===== src/pkg/cpu_mode_map.vh =====
`ifndef CPU_MODE_MAP_VH
`define CPU_MODE_MAP_VH
// register byte offsets
`define OFS_MAIN_CTRL 8'h00
`define OFS_EXT_CTRL 8'h04
`define OFS_BASE_LO 8'h08
`define OFS_BASE_HI 8'h0C
`define OFS_FEATURE 8'h10
`define OFS_CODE_SEG 8'h14
`define OFS_TASK_REG 8'h18
`define OFS_TASK_SW 8'h1C
`define OFS_STATUS 8'h20
`define OFS_INT_TABLE 8'h24
// register index codes from the decoder
`define IDX_NONE 4'h0
`define IDX_MAIN_CTRL 4'h1
`define IDX_EXT_CTRL 4'h2
`define IDX_BASE_LO 4'h3
`define IDX_BASE_HI 4'h4
`define IDX_FEATURE 4'h5
`define IDX_CODE_SEG 4'h6
`define IDX_TASK_REG 4'h7
`define IDX_TASK_SW 4'h8
`define IDX_STATUS 4'h9
`define IDX_INT_TABLE 4'hA
// field positions
`define BIT_PROT_EN 0
`define BIT_PAGING_EN 31
`define BIT_ADDR_EXT 5
`define BIT_LM_ENABLE 8
`define BIT_LM_ACTIVE 10
`define BIT_CS_LONG 0
`define BIT_CS_DEFAULT 1
`define BIT_TSS_16 16
`define BIT_TSS_BUSY 17
`define BIT_TSS_VALID 18
// reset value of every register
`define RST_ZERO 32'h0000_0000
// fault cause codes
`define CAUSE_NONE 3'h0
`define CAUSE_PG_NO_PE 3'h1
`define CAUSE_NO_ADDR_EXT 3'h2
`define CAUSE_LME_CHANGE 3'h3
`define CAUSE_ADDR_EXT_CLR 3'h4
`define CAUSE_CS_LONG 3'h5
`define CAUSE_TSS_TYPE 3'h6
`define CAUSE_NO_TASK 3'h7
// operand and address size codes
`define SIZE_16 2'h0
`define SIZE_32 2'h1
`define SIZE_64 2'h2
`endif


===== src/hdl/cpu_mode_paging_control.v =====
// Design decisions made here: the register offsets and the APB interface to the registers.
`timescale 1ns/10ps
`default_nettype none
`include "cpu_mode_map.vh"

module cpu_mode_paging_control (
    // clock and reset
    input wire pclk,
    input wire presetn,
    // apb slave
    input wire psel,
    input wire penable,
    input wire pwrite,
    input wire [7:0] paddr,
    input wire [31:0] pwdata,
    output reg [31:0] prdata,
    output reg pready,
    output reg pslverr,
    // translation view
    output reg translation_on,
    output reg long_translation,
    output reg [63:0] translation_base,
    // execution mode view
    output reg mode_64,
    output reg mode_compat,
    output reg cs_reserved,
    output reg [1:0] default_operand_size,
    output reg [1:0] default_address_size,
    output reg gate_as_64,
    output reg legacy_gate_hazard,
    // events
    output reg protection_fault,
    output reg tss_busy_mark,
    output reg tss_save,
    output reg [15:0] tss_selector
);

    // address decode, shared by read mux and write path
    function [3:0] reg_index;
        input [7:0] addr;
        begin
            case (addr)
                `OFS_MAIN_CTRL: reg_index = `IDX_MAIN_CTRL;
                `OFS_EXT_CTRL: reg_index = `IDX_EXT_CTRL;
                `OFS_BASE_LO: reg_index = `IDX_BASE_LO;
                `OFS_BASE_HI: reg_index = `IDX_BASE_HI;
                `OFS_FEATURE: reg_index = `IDX_FEATURE;
                `OFS_CODE_SEG: reg_index = `IDX_CODE_SEG;
                `OFS_TASK_REG: reg_index = `IDX_TASK_REG;
                `OFS_TASK_SW: reg_index = `IDX_TASK_SW;
                `OFS_STATUS: reg_index = `IDX_STATUS;
                `OFS_INT_TABLE: reg_index = `IDX_INT_TABLE;
                default: reg_index = `IDX_NONE;
            endcase
        end
    endfunction

    // architectural state
    reg prot_en_ff; // protection enable
    reg paging_en_ff; // paging enable
    reg addr_ext_ff; // address extension enable
    reg lm_enable_ff; // long mode enable
    reg lm_active_ff; // long mode active
    reg [63:0] base_ff; // table base register
    reg cs_long_ff; // code segment long bit
    reg cs_default_ff; // code segment default-size bit
    reg [15:0] task_sel_ff; // task register selector
    reg tss16_ff; // task segment is the 16-bit kind
    reg tss_busy_ff; // descriptor marked busy
    reg tss_valid_ff; // task register has been loaded
    reg [31:0] int_table_ff; // interrupt table base
    reg idt_legacy_ff; // table still legacy after activation
    reg [2:0] cause_ff; // last fault cause
    reg [7:0] fault_cnt_ff; // faults seen, wraps

    // bus phase signals
    wire setup = psel & ~penable;
    wire access = psel & penable & pready;
    wire [3:0] idx = reg_index(paddr);
    wire do_wr = access & pwrite;

    // proposed values from the write data
    wire w_pe = pwdata[`BIT_PROT_EN];
    wire w_pg = pwdata[`BIT_PAGING_EN];
    wire w_ext = pwdata[`BIT_ADDR_EXT];
    wire w_lme = pwdata[`BIT_LM_ENABLE];
    wire activating = lm_enable_ff & ~paging_en_ff & w_pg;

    // consistency check of the write at hand
    reg [2:0] chk_cause;

    // checks depend on bus and state only; state cannot move
    // between setup and access, so both phases see one answer
    always @* begin
        chk_cause = `CAUSE_NONE;
        if (pwrite) begin
            case (idx)
                `IDX_MAIN_CTRL: begin
                    if (w_pg & ~w_pe) begin
                        chk_cause = `CAUSE_PG_NO_PE;
                    end else if (activating & ~addr_ext_ff) begin
                        chk_cause = `CAUSE_NO_ADDR_EXT;
                    end else if (activating & cs_long_ff) begin
                        chk_cause = `CAUSE_CS_LONG;
                    end else if (activating & ~tss16_ff) begin
                        chk_cause = `CAUSE_TSS_TYPE;
                    end
                end
                `IDX_FEATURE: begin
                    // toggling long enable under paging is illegal
                    if (paging_en_ff & (w_lme != lm_enable_ff)) begin
                        chk_cause = `CAUSE_LME_CHANGE;
                    end
                end
                `IDX_EXT_CTRL: begin
                    if (lm_active_ff & ~w_ext) begin
                        chk_cause = `CAUSE_ADDR_EXT_CLR;
                    end
                end
                `IDX_TASK_SW: begin
                    // a switch with no task loaded has nowhere to save
                    if (~tss_valid_ff) begin
                        chk_cause = `CAUSE_NO_TASK;
                    end
                end
                default: begin
                    chk_cause = `CAUSE_NONE;
                end
            endcase
        end
    end

    wire fail = (chk_cause != `CAUSE_NONE);
    wire commit = do_wr & ~fail;

    // mode decode from code segment bits
    reg nxt_m64;
    reg nxt_compat;
    reg nxt_rsv;
    reg [1:0] nxt_osz;
    reg [1:0] nxt_asz;

    // sizes follow the long bit only in long mode; the default bit counts in every mode but 64-bit and the reserved one
    always @* begin
        nxt_m64 = 1'b0;
        nxt_compat = 1'b0;
        nxt_rsv = 1'b0;
        nxt_osz = `SIZE_16;
        nxt_asz = `SIZE_16;
        if (lm_active_ff & cs_long_ff & cs_default_ff) begin
            nxt_rsv = 1'b1;
        end else if (lm_active_ff & cs_long_ff) begin
            nxt_m64 = 1'b1;
            nxt_osz = `SIZE_32;
            nxt_asz = `SIZE_64;
        end else if (lm_active_ff) begin
            nxt_compat = 1'b1;
            nxt_osz = cs_default_ff ? `SIZE_32 : `SIZE_16;
            nxt_asz = cs_default_ff ? `SIZE_32 : `SIZE_16;
        end else begin
            // legacy modes take the default bit as is
            nxt_osz = cs_default_ff ? `SIZE_32 : `SIZE_16;
            nxt_asz = cs_default_ff ? `SIZE_32 : `SIZE_16;
        end
    end

    // read mux, latched in the setup phase
    reg [31:0] nxt_rdata;

    always @* begin
        nxt_rdata = `RST_ZERO;
        case (idx)
            `IDX_MAIN_CTRL: begin
                nxt_rdata[`BIT_PROT_EN] = prot_en_ff;
                nxt_rdata[`BIT_PAGING_EN] = paging_en_ff;
            end
            `IDX_EXT_CTRL: begin
                nxt_rdata[`BIT_ADDR_EXT] = addr_ext_ff;
            end
            `IDX_BASE_LO: begin
                nxt_rdata = base_ff[31:0];
            end
            `IDX_BASE_HI: begin
                nxt_rdata = base_ff[63:32];
            end
            `IDX_FEATURE: begin
                nxt_rdata[`BIT_LM_ENABLE] = lm_enable_ff;
                nxt_rdata[`BIT_LM_ACTIVE] = lm_active_ff;
            end
            `IDX_CODE_SEG: begin
                nxt_rdata[`BIT_CS_LONG] = cs_long_ff;
                nxt_rdata[`BIT_CS_DEFAULT] = cs_default_ff;
            end
            `IDX_TASK_REG: begin
                nxt_rdata[15:0] = task_sel_ff;
                nxt_rdata[`BIT_TSS_16] = tss16_ff;
                nxt_rdata[`BIT_TSS_BUSY] = tss_busy_ff;
                nxt_rdata[`BIT_TSS_VALID] = tss_valid_ff;
            end
            `IDX_STATUS: begin
                nxt_rdata[2:0] = cause_ff;
                nxt_rdata[3] = idt_legacy_ff;
                nxt_rdata[15:8] = fault_cnt_ff;
            end
            `IDX_INT_TABLE: begin
                nxt_rdata = int_table_ff;
            end
            default: begin
                nxt_rdata = `RST_ZERO;
            end
        endcase
    end

    // apb handshake: no wait state; every answer is a flop set in the setup phase
    always @(posedge pclk or negedge presetn) begin
        if (!presetn) begin
            pready <= 1'b0;
            pslverr <= 1'b0;
            prdata <= `RST_ZERO;
        end else if (setup) begin
            pready <= 1'b1;
            pslverr <= (idx == `IDX_NONE) | fail;
            prdata <= pwrite ? `RST_ZERO : nxt_rdata;
        end else begin
            pready <= 1'b0;
            pslverr <= 1'b0;
        end
    end

    // control bits and long mode state
    always @(posedge pclk or negedge presetn) begin
        if (!presetn) begin
            prot_en_ff <= 1'b0;
            paging_en_ff <= 1'b0;
            addr_ext_ff <= 1'b0;
            lm_enable_ff <= 1'b0;
            lm_active_ff <= 1'b0;
        end else if (commit) begin
            case (idx)
                `IDX_MAIN_CTRL: begin
                    // pe and pg may rise in one write
                    prot_en_ff <= w_pe;
                    paging_en_ff <= w_pg;
                    if (activating) begin
                        lm_active_ff <= 1'b1;
                    end else if (paging_en_ff & ~w_pg) begin
                        lm_active_ff <= 1'b0;
                    end
                end
                `IDX_EXT_CTRL: begin
                    addr_ext_ff <= w_ext;
                end
                `IDX_FEATURE: begin
                    // the active bit is read only
                    lm_enable_ff <= w_lme;
                end
                default: begin
                    prot_en_ff <= prot_en_ff;
                end
            endcase
        end
    end

    // table base, code segment and interrupt table
    always @(posedge pclk or negedge presetn) begin
        if (!presetn) begin
            base_ff <= {`RST_ZERO, `RST_ZERO};
            cs_long_ff <= 1'b0;
            cs_default_ff <= 1'b0;
            int_table_ff <= `RST_ZERO;
            idt_legacy_ff <= 1'b0;
        end else begin
            if (commit & (idx == `IDX_BASE_LO)) begin
                base_ff[31:0] <= pwdata;
            end
            // upper half only reachable once long mode is active
            if (commit & (idx == `IDX_BASE_HI) & lm_active_ff) begin
                base_ff[63:32] <= pwdata;
            end
            if (commit & (idx == `IDX_CODE_SEG)) begin
                cs_long_ff <= pwdata[`BIT_CS_LONG];
                cs_default_ff <= pwdata[`BIT_CS_DEFAULT];
            end
            // reload ends the legacy window; set wins same cycle
            if (commit & (idx == `IDX_MAIN_CTRL) & activating) begin
                idt_legacy_ff <= 1'b1;
            end else if (commit & (idx == `IDX_INT_TABLE)) begin
                int_table_ff <= pwdata;
                idt_legacy_ff <= 1'b0;
            end else if (~lm_active_ff) begin
                idt_legacy_ff <= 1'b0;
            end
        end
    end

    // task register; activation never touches it
    always @(posedge pclk or negedge presetn) begin
        if (!presetn) begin
            task_sel_ff <= 16'h0000;
            tss16_ff <= 1'b0;
            tss_busy_ff <= 1'b0;
            tss_valid_ff <= 1'b0;
        end else if (commit & (idx == `IDX_TASK_REG)) begin
            task_sel_ff <= pwdata[15:0];
            tss16_ff <= pwdata[`BIT_TSS_16];
            tss_busy_ff <= 1'b1;
            tss_valid_ff <= 1'b1;
        end
    end

    // event pulses and fault record
    always @(posedge pclk or negedge presetn) begin
        if (!presetn) begin
            protection_fault <= 1'b0;
            tss_busy_mark <= 1'b0;
            tss_save <= 1'b0;
            tss_selector <= 16'h0000;
            cause_ff <= `CAUSE_NONE;
            fault_cnt_ff <= 8'h00;
        end else begin
            // fault only after the write was discarded
            protection_fault <= do_wr & fail;
            tss_busy_mark <= commit & (idx == `IDX_TASK_REG);
            tss_save <= commit & (idx == `IDX_TASK_SW);
            if (commit & (idx == `IDX_TASK_REG)) begin
                tss_selector <= pwdata[15:0];
            end else if (commit & (idx == `IDX_TASK_SW)) begin
                tss_selector <= task_sel_ff;
            end
            if (do_wr & fail) begin
                cause_ff <= chk_cause;
                fault_cnt_ff <= fault_cnt_ff + 8'h01;
            end
        end
    end

    // registered views of translation and mode
    always @(posedge pclk or negedge presetn) begin
        if (!presetn) begin
            translation_on <= 1'b0;
            long_translation <= 1'b0;
            translation_base <= {`RST_ZERO, `RST_ZERO};
            mode_64 <= 1'b0;
            mode_compat <= 1'b0;
            cs_reserved <= 1'b0;
            default_operand_size <= `SIZE_16;
            default_address_size <= `SIZE_16;
            gate_as_64 <= 1'b0;
            legacy_gate_hazard <= 1'b0;
        end else begin
            translation_on <= paging_en_ff;
            // base only meaningful while paging is on
            translation_base <= paging_en_ff ? base_ff : 64'h0;
            // entry order is software's duty; we only check it
            long_translation <= paging_en_ff & lm_active_ff;
            mode_64 <= nxt_m64;
            mode_compat <= nxt_compat;
            cs_reserved <= nxt_rsv;
            default_operand_size <= nxt_osz;
            default_address_size <= nxt_asz;
            gate_as_64 <= lm_active_ff;
            legacy_gate_hazard <= idt_legacy_ff;
        end
    end

endmodule // cpu_mode_paging_control
`default_nettype wire


===== config.mk =====
export PLATFORM = sky130hd
export DESIGN_NAME = cpu_mode_paging_control
export DESIGN_NICKNAME = d
export VERILOG_FILES = /design/src/hdl/cpu_mode_paging_control.v
export VERILOG_INCLUDE_DIRS = /design/src /design/src/pkg
export SDC_FILE = /design/constraint.sdc
export NUM_CORES = 1
export LEC_CHECK = 0
export ABC_AREA = 0
export BUFFER_PORTS_ARGS = -buffer_cell sky130_fd_sc_hd__buf_4
export CAP_MARGIN = 20
export CORE_UTILIZATION = 60
export CTS_CLUSTER_DIAMETER = 60
export DETAILED_ROUTE_END_ITERATION = 7
export GPL_ROUTABILITY_DRIVEN = 0
export PLACE_DENSITY = 0.89
export SLEW_MARGIN = 25
export SYNTH_ARGS = -nofsm -noshare
export SYNTH_HDL_FRONTEND = slang
export SYNTH_SLANG_ARGS = --single-unit

===== constraint.sdc =====
create_clock -name pclk -period 5.9 [get_ports pclk]
set_input_delay 0.295 -clock pclk [delete_from_list [all_inputs] [get_ports pclk]]
set_output_delay 0.295 -clock pclk [all_outputs]
set_load 0.02 [all_outputs]

==> results of run 1 <==
## layer usage
layer,global-route usage (%),up-vias
met3,5.20,51
met5,0,-
met4,9.30,0
li1,-,3268
met1,38.0,3778
met2,47.5,340
## tightest hold or removal path: cells and delay by family
kind	cells	cell delay, ps
simple gates	2	100
buf+inv	1	100
## cell usage in the layout, fill, tap and decap left out, types with 4 or more instances in the layout
master / count
clkbuf_8: 6
nor2_1: 12
o21ai_1: 5
a222oi_1: 4
bufinv_16: 5
and3_1: 5
clkbuf_1: 6
buf_4: 175
a21oi_1: 35
and2_1: 66
a22oi_1: 16
mux2i_1: 18
mux2_4: 28
a22o_1: 26
a221oi_1: 6
inv_1: 9
o21ai_0: 49
a211oi_1: 9
nand3_1: 4
nand2_1: 101
ha_1: 4
nor3_1: 4
dfrtp_1: 258
xnor2_1: 6
mux2_2: 70
clkbuf_16: 25
nand4_1: 6
## metrics by stage
step / power, mW / std cells / setup slack, ps / instance area (um^2)
2_1_floorplan: 1.87 / 847 / 3710 / 10700
3_3_place_gp: 1.96 / 1195 / 2450 / 12000
3_5_place_dp: 1.97 / 1195 / 2370 / 12000
4_1_cts: 3.68 / 1241 / 2660 / 12900
5_1_grt: 3.76 / 1242 / 2630 / 12900
6_report: 3.65 / 1243 / 2770 / 12900
## registers in the layout, summed over array words and instances, names as in the netlist, 2 cells and up
signal,count
base_ff,64
cause_ff,3
default_address_size,2
fault_cnt_ff,8
int_table_ff,32
prdata,32
task_sel_ff,16
translation_base,64
tss_selector,16
## logic make-up (layout without fill, tap and decap cells)
logic type               Yosys count  in the layout  synth area share [%]
AO/OA/AOI/OAI                    162            162                  10.1
XOR/XNOR                           9              9                 0.739
adder cells (fa/ha/maj)            4              4                 0.469
buffers and inverters             62            232                  3.02
flip-flops                       259            259                  60.8
multiplexers                     118            118                  13.2
other                              1              2                0.0352
AND/OR/NAND/NOR                  232            232                  11.6
## power by group through the flow
stage	sequential, mW	clock [mW]	combinational [mW]
floorplan	1.83	0	0.0402
global placement	1.83	0	0.137
finish	1.80	1.72	0.141
global route	1.80	1.81	0.156
detailed placement	1.83	0	0.141
CTS	1.79	1.74	0.142
## final timing paths
| check | from | to | slack, ps |
|---|---|---|---|
| max | paging_en_ff | tss_selector[4] | 2770 |
| min | pwdata[4] | task_sel_ff[4] | 20 |
| max reg2reg | paging_en_ff | tss_selector[4] | 2770 |
| min reg2reg | prdata[18] | prdata[18] | 480 |
| max in group asynchronous | presetn | base_ff[3] | 4210 |
| min in group asynchronous | presetn | prdata[28] | 350 |
## area by class of cell
cell class	count	area, um^2
inverters	9	33.8
clock inverters	8	168
repair buffers	178	1360
diodes	1	2.50
multi-input cells	526	3890
fillers	1099	4350
well taps	225	282
flip-flops and latches	259	6480
clock buffers	37	731
## repair_timing
action,CTS,global route
endpoints found under the hold margin,82,0
hold buffers,1,0
endpoints found under the setup margin,0,0
==> flow_summary.ini, run 1 <==
[status]
status = completed

[routing]
drtIter0Drc = 793
firstDrtPassIters = 5
ant_nets = 0
route.met2.wl_um = 12800
vias = 7437
vias_per_cell = 5.98
wl_met3_um = 1900
top_layer = met4
drc_errors = 0
wire_per_inst_um = 20.5
drt-met1-wl_um = 10200
routed_wl_um = 25500

[layout]
final_util_pct = 74.9
synthToLayoutAreaGrowth_pct = 21.4
drive_gt1_share_pct = 32.9
final_nets = 1048

[setup_path]
cp_cell_sequence = and2_0 -> a32o_1 -> a2111oi_4 -> o2111ai_2 -> buf_4 -> nand2_1 -> o21ai_0
path_max_fanout = 72
critPathKind = reg2reg
crit_required_ps = 6270
end_kind = flop
cp_num_buf_inv = 1
path_delay_family = compound AO/OA/AOI/OAI gates
cp.arrival_ps = 3510
critPathLaunchType = flop
slowest_delay_ps = 730
slowest_stage = dfrtp_4
cp.depth = 7
reg2reg_depth = 7

[cts]
cts_max_path_buffers = 3
postCtsResizedCells = 0
htree_levels = 1
clk_pin_slew_ps = 60
cts_setup_buffers = 0
cts_sinks = 259
cts_tree = yes
clock-root-buffer = clkbuf_16
numCtsBuffers = 25
clock_latency_ps = 510

[timing]
fin_tns_setup_ps = 0
relSlewSlack_pct = 34.5
finalCritPeriodShare_pct = 53.1
slew_violations = 0
final.min_clock_period_ps = 3130
rsz0062_at_grt = false
setup_viol = 0
holdWs_ps = 24.0
fin_worst_skew_ps = 6.17
max_freq_ghz = 0.319
hold_viol = 0
tightest_slew_ps = 983

[placed_design]
dp_hpwl_um = 15900
portBuffers = 171

[die]
rows = 48
core_um2 = 17300
io_pins = 173
die_y_um = 135
die_area_um2 = 18300
initial_core_util_pct = 61.7
fp.dieW_um = 135

[grt]
first_global_vias = 7483
grt_pass1_wl_um = 40200
overflow = 0
antenna_found_initial = 1
grt_max_degree = 178
grtUsageTotal_pct = 28.5

[job]
drv_cap = 0

[power_and_ir_drop]
power.internal_mw = 2.91
power_switching_mw = 0.748
power_frac_seq_pct = 49.1
vdd_ir_drop_max_v = 0.000418
p_sw_share_pct = 20.5
pwr_density_cell_nw_per_um2 = 282
p_leak_nw = 6.56
comb_power_share_pct = 3.9
clkPwrFrac_pct = 47.0

[yosys]
synth_top_cell_by_area = dfrtp_1
async_reset_ff_share_pct = 100
ys_types = 62
ys.flop_type = dfrtp_1
synth-seq-area-share_pct = 60.8
netlist.area_leader.share_pct = 60.8
ys_ff_latch = 259
synth_edf_count = 0
postSynthCellCount = 847
ys_top_cells_by_area = dfrtp_1 61%, mux2_2 7.4%, mux2_4 3.9%, and2_1 3.9%, nand2_1 3.6%
ys_warn_count = 0
syn_nets = 896
netlist_area_um2 = 10700
yosysMostFrequentCell = dfrtp_1
avgSynthCellArea_um2 = 12.6
synth_common_cells = 259 x dfrtp_1, 101 x nand2_1, 70 x mux2_2

[hold_path]
hold_path_class = in2reg
whs_path_depth = 3
Power figures use the tool's default switching activity.
==> run 2: changes to the inputs <==
ABC_AREA = 1   (was 0)
CORE_UTILIZATION = 51   (was 60)
PLACE_DENSITY = 0.81   (was 0.89)
clock period = 2.5 ns   (was 5.9 ns; I/O delays follow)
==> flow_summary.ini, run 2 <==
[power_and_ir_drop]
clkPwrFrac_pct = 46.4
p_sw_share_pct = 21.5
p_leak_nw = 7.43
pwr_density_cell_nw_per_um2 = 619
power_frac_seq_pct = 49.4
comb_power_share_pct = 4.2
finalPower_mw = 8.54
power_switching_mw = 1.83
power.internal_mw = 6.70
vdd_ir_drop_max_v = 0.000474

[layout]
drive_gt1_share_pct = 25.1
final_nets = 1404
regArea_um2 = 6480
fin_area_um2 = 13800
reg.largest.list = base_ff (64), translation_base (64)
mostFrequentLayoutCells = 300 x nand2_1, 258 x dfrtp_1, 186 x buf_4
diodes = 0
layout_commonest_cell = nand2_1
final_util_pct = 65.4
fillers = 1691
multi_input_area_um2 = 3550
synthToLayoutAreaGrowth_pct = 25.6

[setup_path]
critPathKind = reg2reg
path_max_fanout = 19
critPathMostFrequentCell = nand2_2
cp_num_buf_inv = 1
path_delay_family = simple AND/OR/NAND/NOR gates
cp.arrival_ps = 2620
cp_cell_sequence = nand2_2 -> nor2_4 -> a21oi_2 -> nand3_2 -> nand2_2 -> nand2_2 -> inv_2 -> nor2_8 -> nand3_4 -> nand2_1 -> nand3_1 -> nand2_1
critPathLaunchType = flop
slowest_stage = dfrtp_1
crit_required_ps = 2970
slowest_delay_ps = 470
end_kind = flop

[timing]
setup_viol = 0
max_freq_ghz = 0.465
tightest_slew_ps = 943
slew_violations = 0
finalCritPeriodShare_pct = 86.0
fin_tns_setup_ps = 0
fin_worst_skew_ps = 10.5
hold_viol = 0
rsz0062_at_grt = false
final.min_clock_period_ps = 2150
relSlewSlack_pct = 36.4

[cts]
numCtsBuffers = 26
cts_sinks = 259
clk_pin_slew_ps = 70
postCtsResizedCells = 0
cts_tree = yes
htree_levels = 1
cts_max_path_buffers = 3
clock-root-buffer = clkbuf_16
clock_latency_ps = 530

[die]
rows = 53
die_area_um2 = 22100
die_y_um = 149
core_um2 = 21100
io_pins = 173
initial_core_util_pct = 52.1
fp.dieW_um = 149

[routing]
vias_per_cell = 5.35
drc_errors = 0
vias = 8815
wire_per_inst_um = 17.3
ant_nets = 0
firstDrtPassIters = 5
drtIter0Drc = 668
routed_wl_um = 28400

[yosys]
ys_warn_count = 0
synth_common_cells = 300 x nand2_1, 259 x dfrtp_1, 142 x inv_1
netlist.area_leader.share_pct = 59.0
postSynthCellCount = 1145
yosysMostFrequentCell = nand2_1
ys.flop_type = dfrtp_1
async_reset_ff_share_pct = 100
avgSynthCellArea_um2 = 9.59
synth-seq-area-share_pct = 59.0
synth_edf_count = 0
ys_top_cells_by_area = dfrtp_1 59%, nand2_1 10%, inv_1 4.9%, o21ai_0 3.5%, o21ai_2 3.2%
synth_top_cell_by_area = dfrtp_1
syn_nets = 1194
ys_ff_latch = 259
ys_types = 42
netlist_area_um2 = 11000

[placed_design]
place_area_um2 = 12600
portBuffers = 171
dp_hpwl_um = 19000

[grt]
overflow = 0
grt_max_degree = 76
grtUsageTotal_pct = 26.0
antenna_found_initial = 0
first_global_vias = 8539
grt_pass1_wl_um = 44900

[job]
drv_cap = 0

[status]
status = completed

[hold_path]
hold_path_class = in2reg
==> run 2: final cells by class <==
| class | instances | share of cell area [%] |
|---|---|---|
| sequential | 259 | 47.0 |
| clock buffer | 35 | 5.33 |
| tap | 275 | 2.49 |
| multi-input combinational | 679 | 25.8 |
| clock inverter | 10 | 0.970 |
| timing repair buffer | 233 | 14.2 |
| inverter | 156 | 4.26 |
==> run 2: final timing paths <==
path / startpoint / end / slack [ps] / cells after the start
min: pwdata[5] / int_table_ff[5] / 10 / 3
max reg2reg: lm_enable_ff / tss_selector[3] / 350 / 12
min reg2reg: tss_selector[11] / tss_selector[11] / 490 / 2
max in group asynchronous: presetn / task_sel_ff[11] / 1550 / 3
min in group asynchronous: presetn / prdata[25] / 160 / 2
max: lm_enable_ff / tss_selector[3] / 350 / 12
==> run 2: kinds of logic after synthesis <==
family          Yosys count  share of synthesized area [%]
simple gates            456                           19.1
flops                   259                           59.0
compound gates          211                           12.2
buf+inv                 207                           8.66
xor+xnor                  7                          0.558
fa+ha+maj                 4                          0.456
other cells               1                         0.0341
==> run 2: layer usage <==
metal	wire length, um	track usage [%]	vias to the layer above
met5	0	0	-
met2	13500	42.3	419
met4	761	8.67	0
met3	2290	3.98	64
met1	11800	35.9	4266
li1	-	-	4066
==> run 2: worst register-to-register path, cell delays in order (launching register included) <==
cell     delay (ps)
dfrtp_1         470
nand2_2         100
nor2_4          150
a21oi_2          80
nand3_2          70
nand2_2          60
nand2_2         110
inv_2            70
nor2_8          270
nand3_4         300
nand2_1         220
nand3_1         120
nand2_1          80
==> run 2: per-stage QoR <==
| step | cells | worst slack (ps) | hold WS, ps |
|---|---|---|---|
| after floorplan | 1145 | 755 | -171 |
| after global placement | 1565 | 373 | 137 |
| after detailed placement | 1565 | 294 | 134 |
| after CTS | 1647 | 398 | 1.49 |
| after global routing | 1647 | 139 | 24.1 |
| final | 1647 | 350 | 14.3 |
==> run 2: timing repair <==
action,in CTS,in global routing
hold buffers,37,0
buffers inserted,0,0
hold endpoints to repair,169,0
==> run 2: power by group through the flow <==
| stage | clock network (mW) | logic, mW | registers, mW |
|---|---|---|---|
| after floorplan | 0 | 0.0925 | 4.30 |
| after global placement | 0 | 0.313 | 4.29 |
| after detailed placement | 0 | 0.318 | 4.29 |
| after CTS | 4.00 | 0.365 | 4.22 |
| after global routing | 4.17 | 0.399 | 4.22 |
| final | 3.96 | 0.362 | 4.22 |
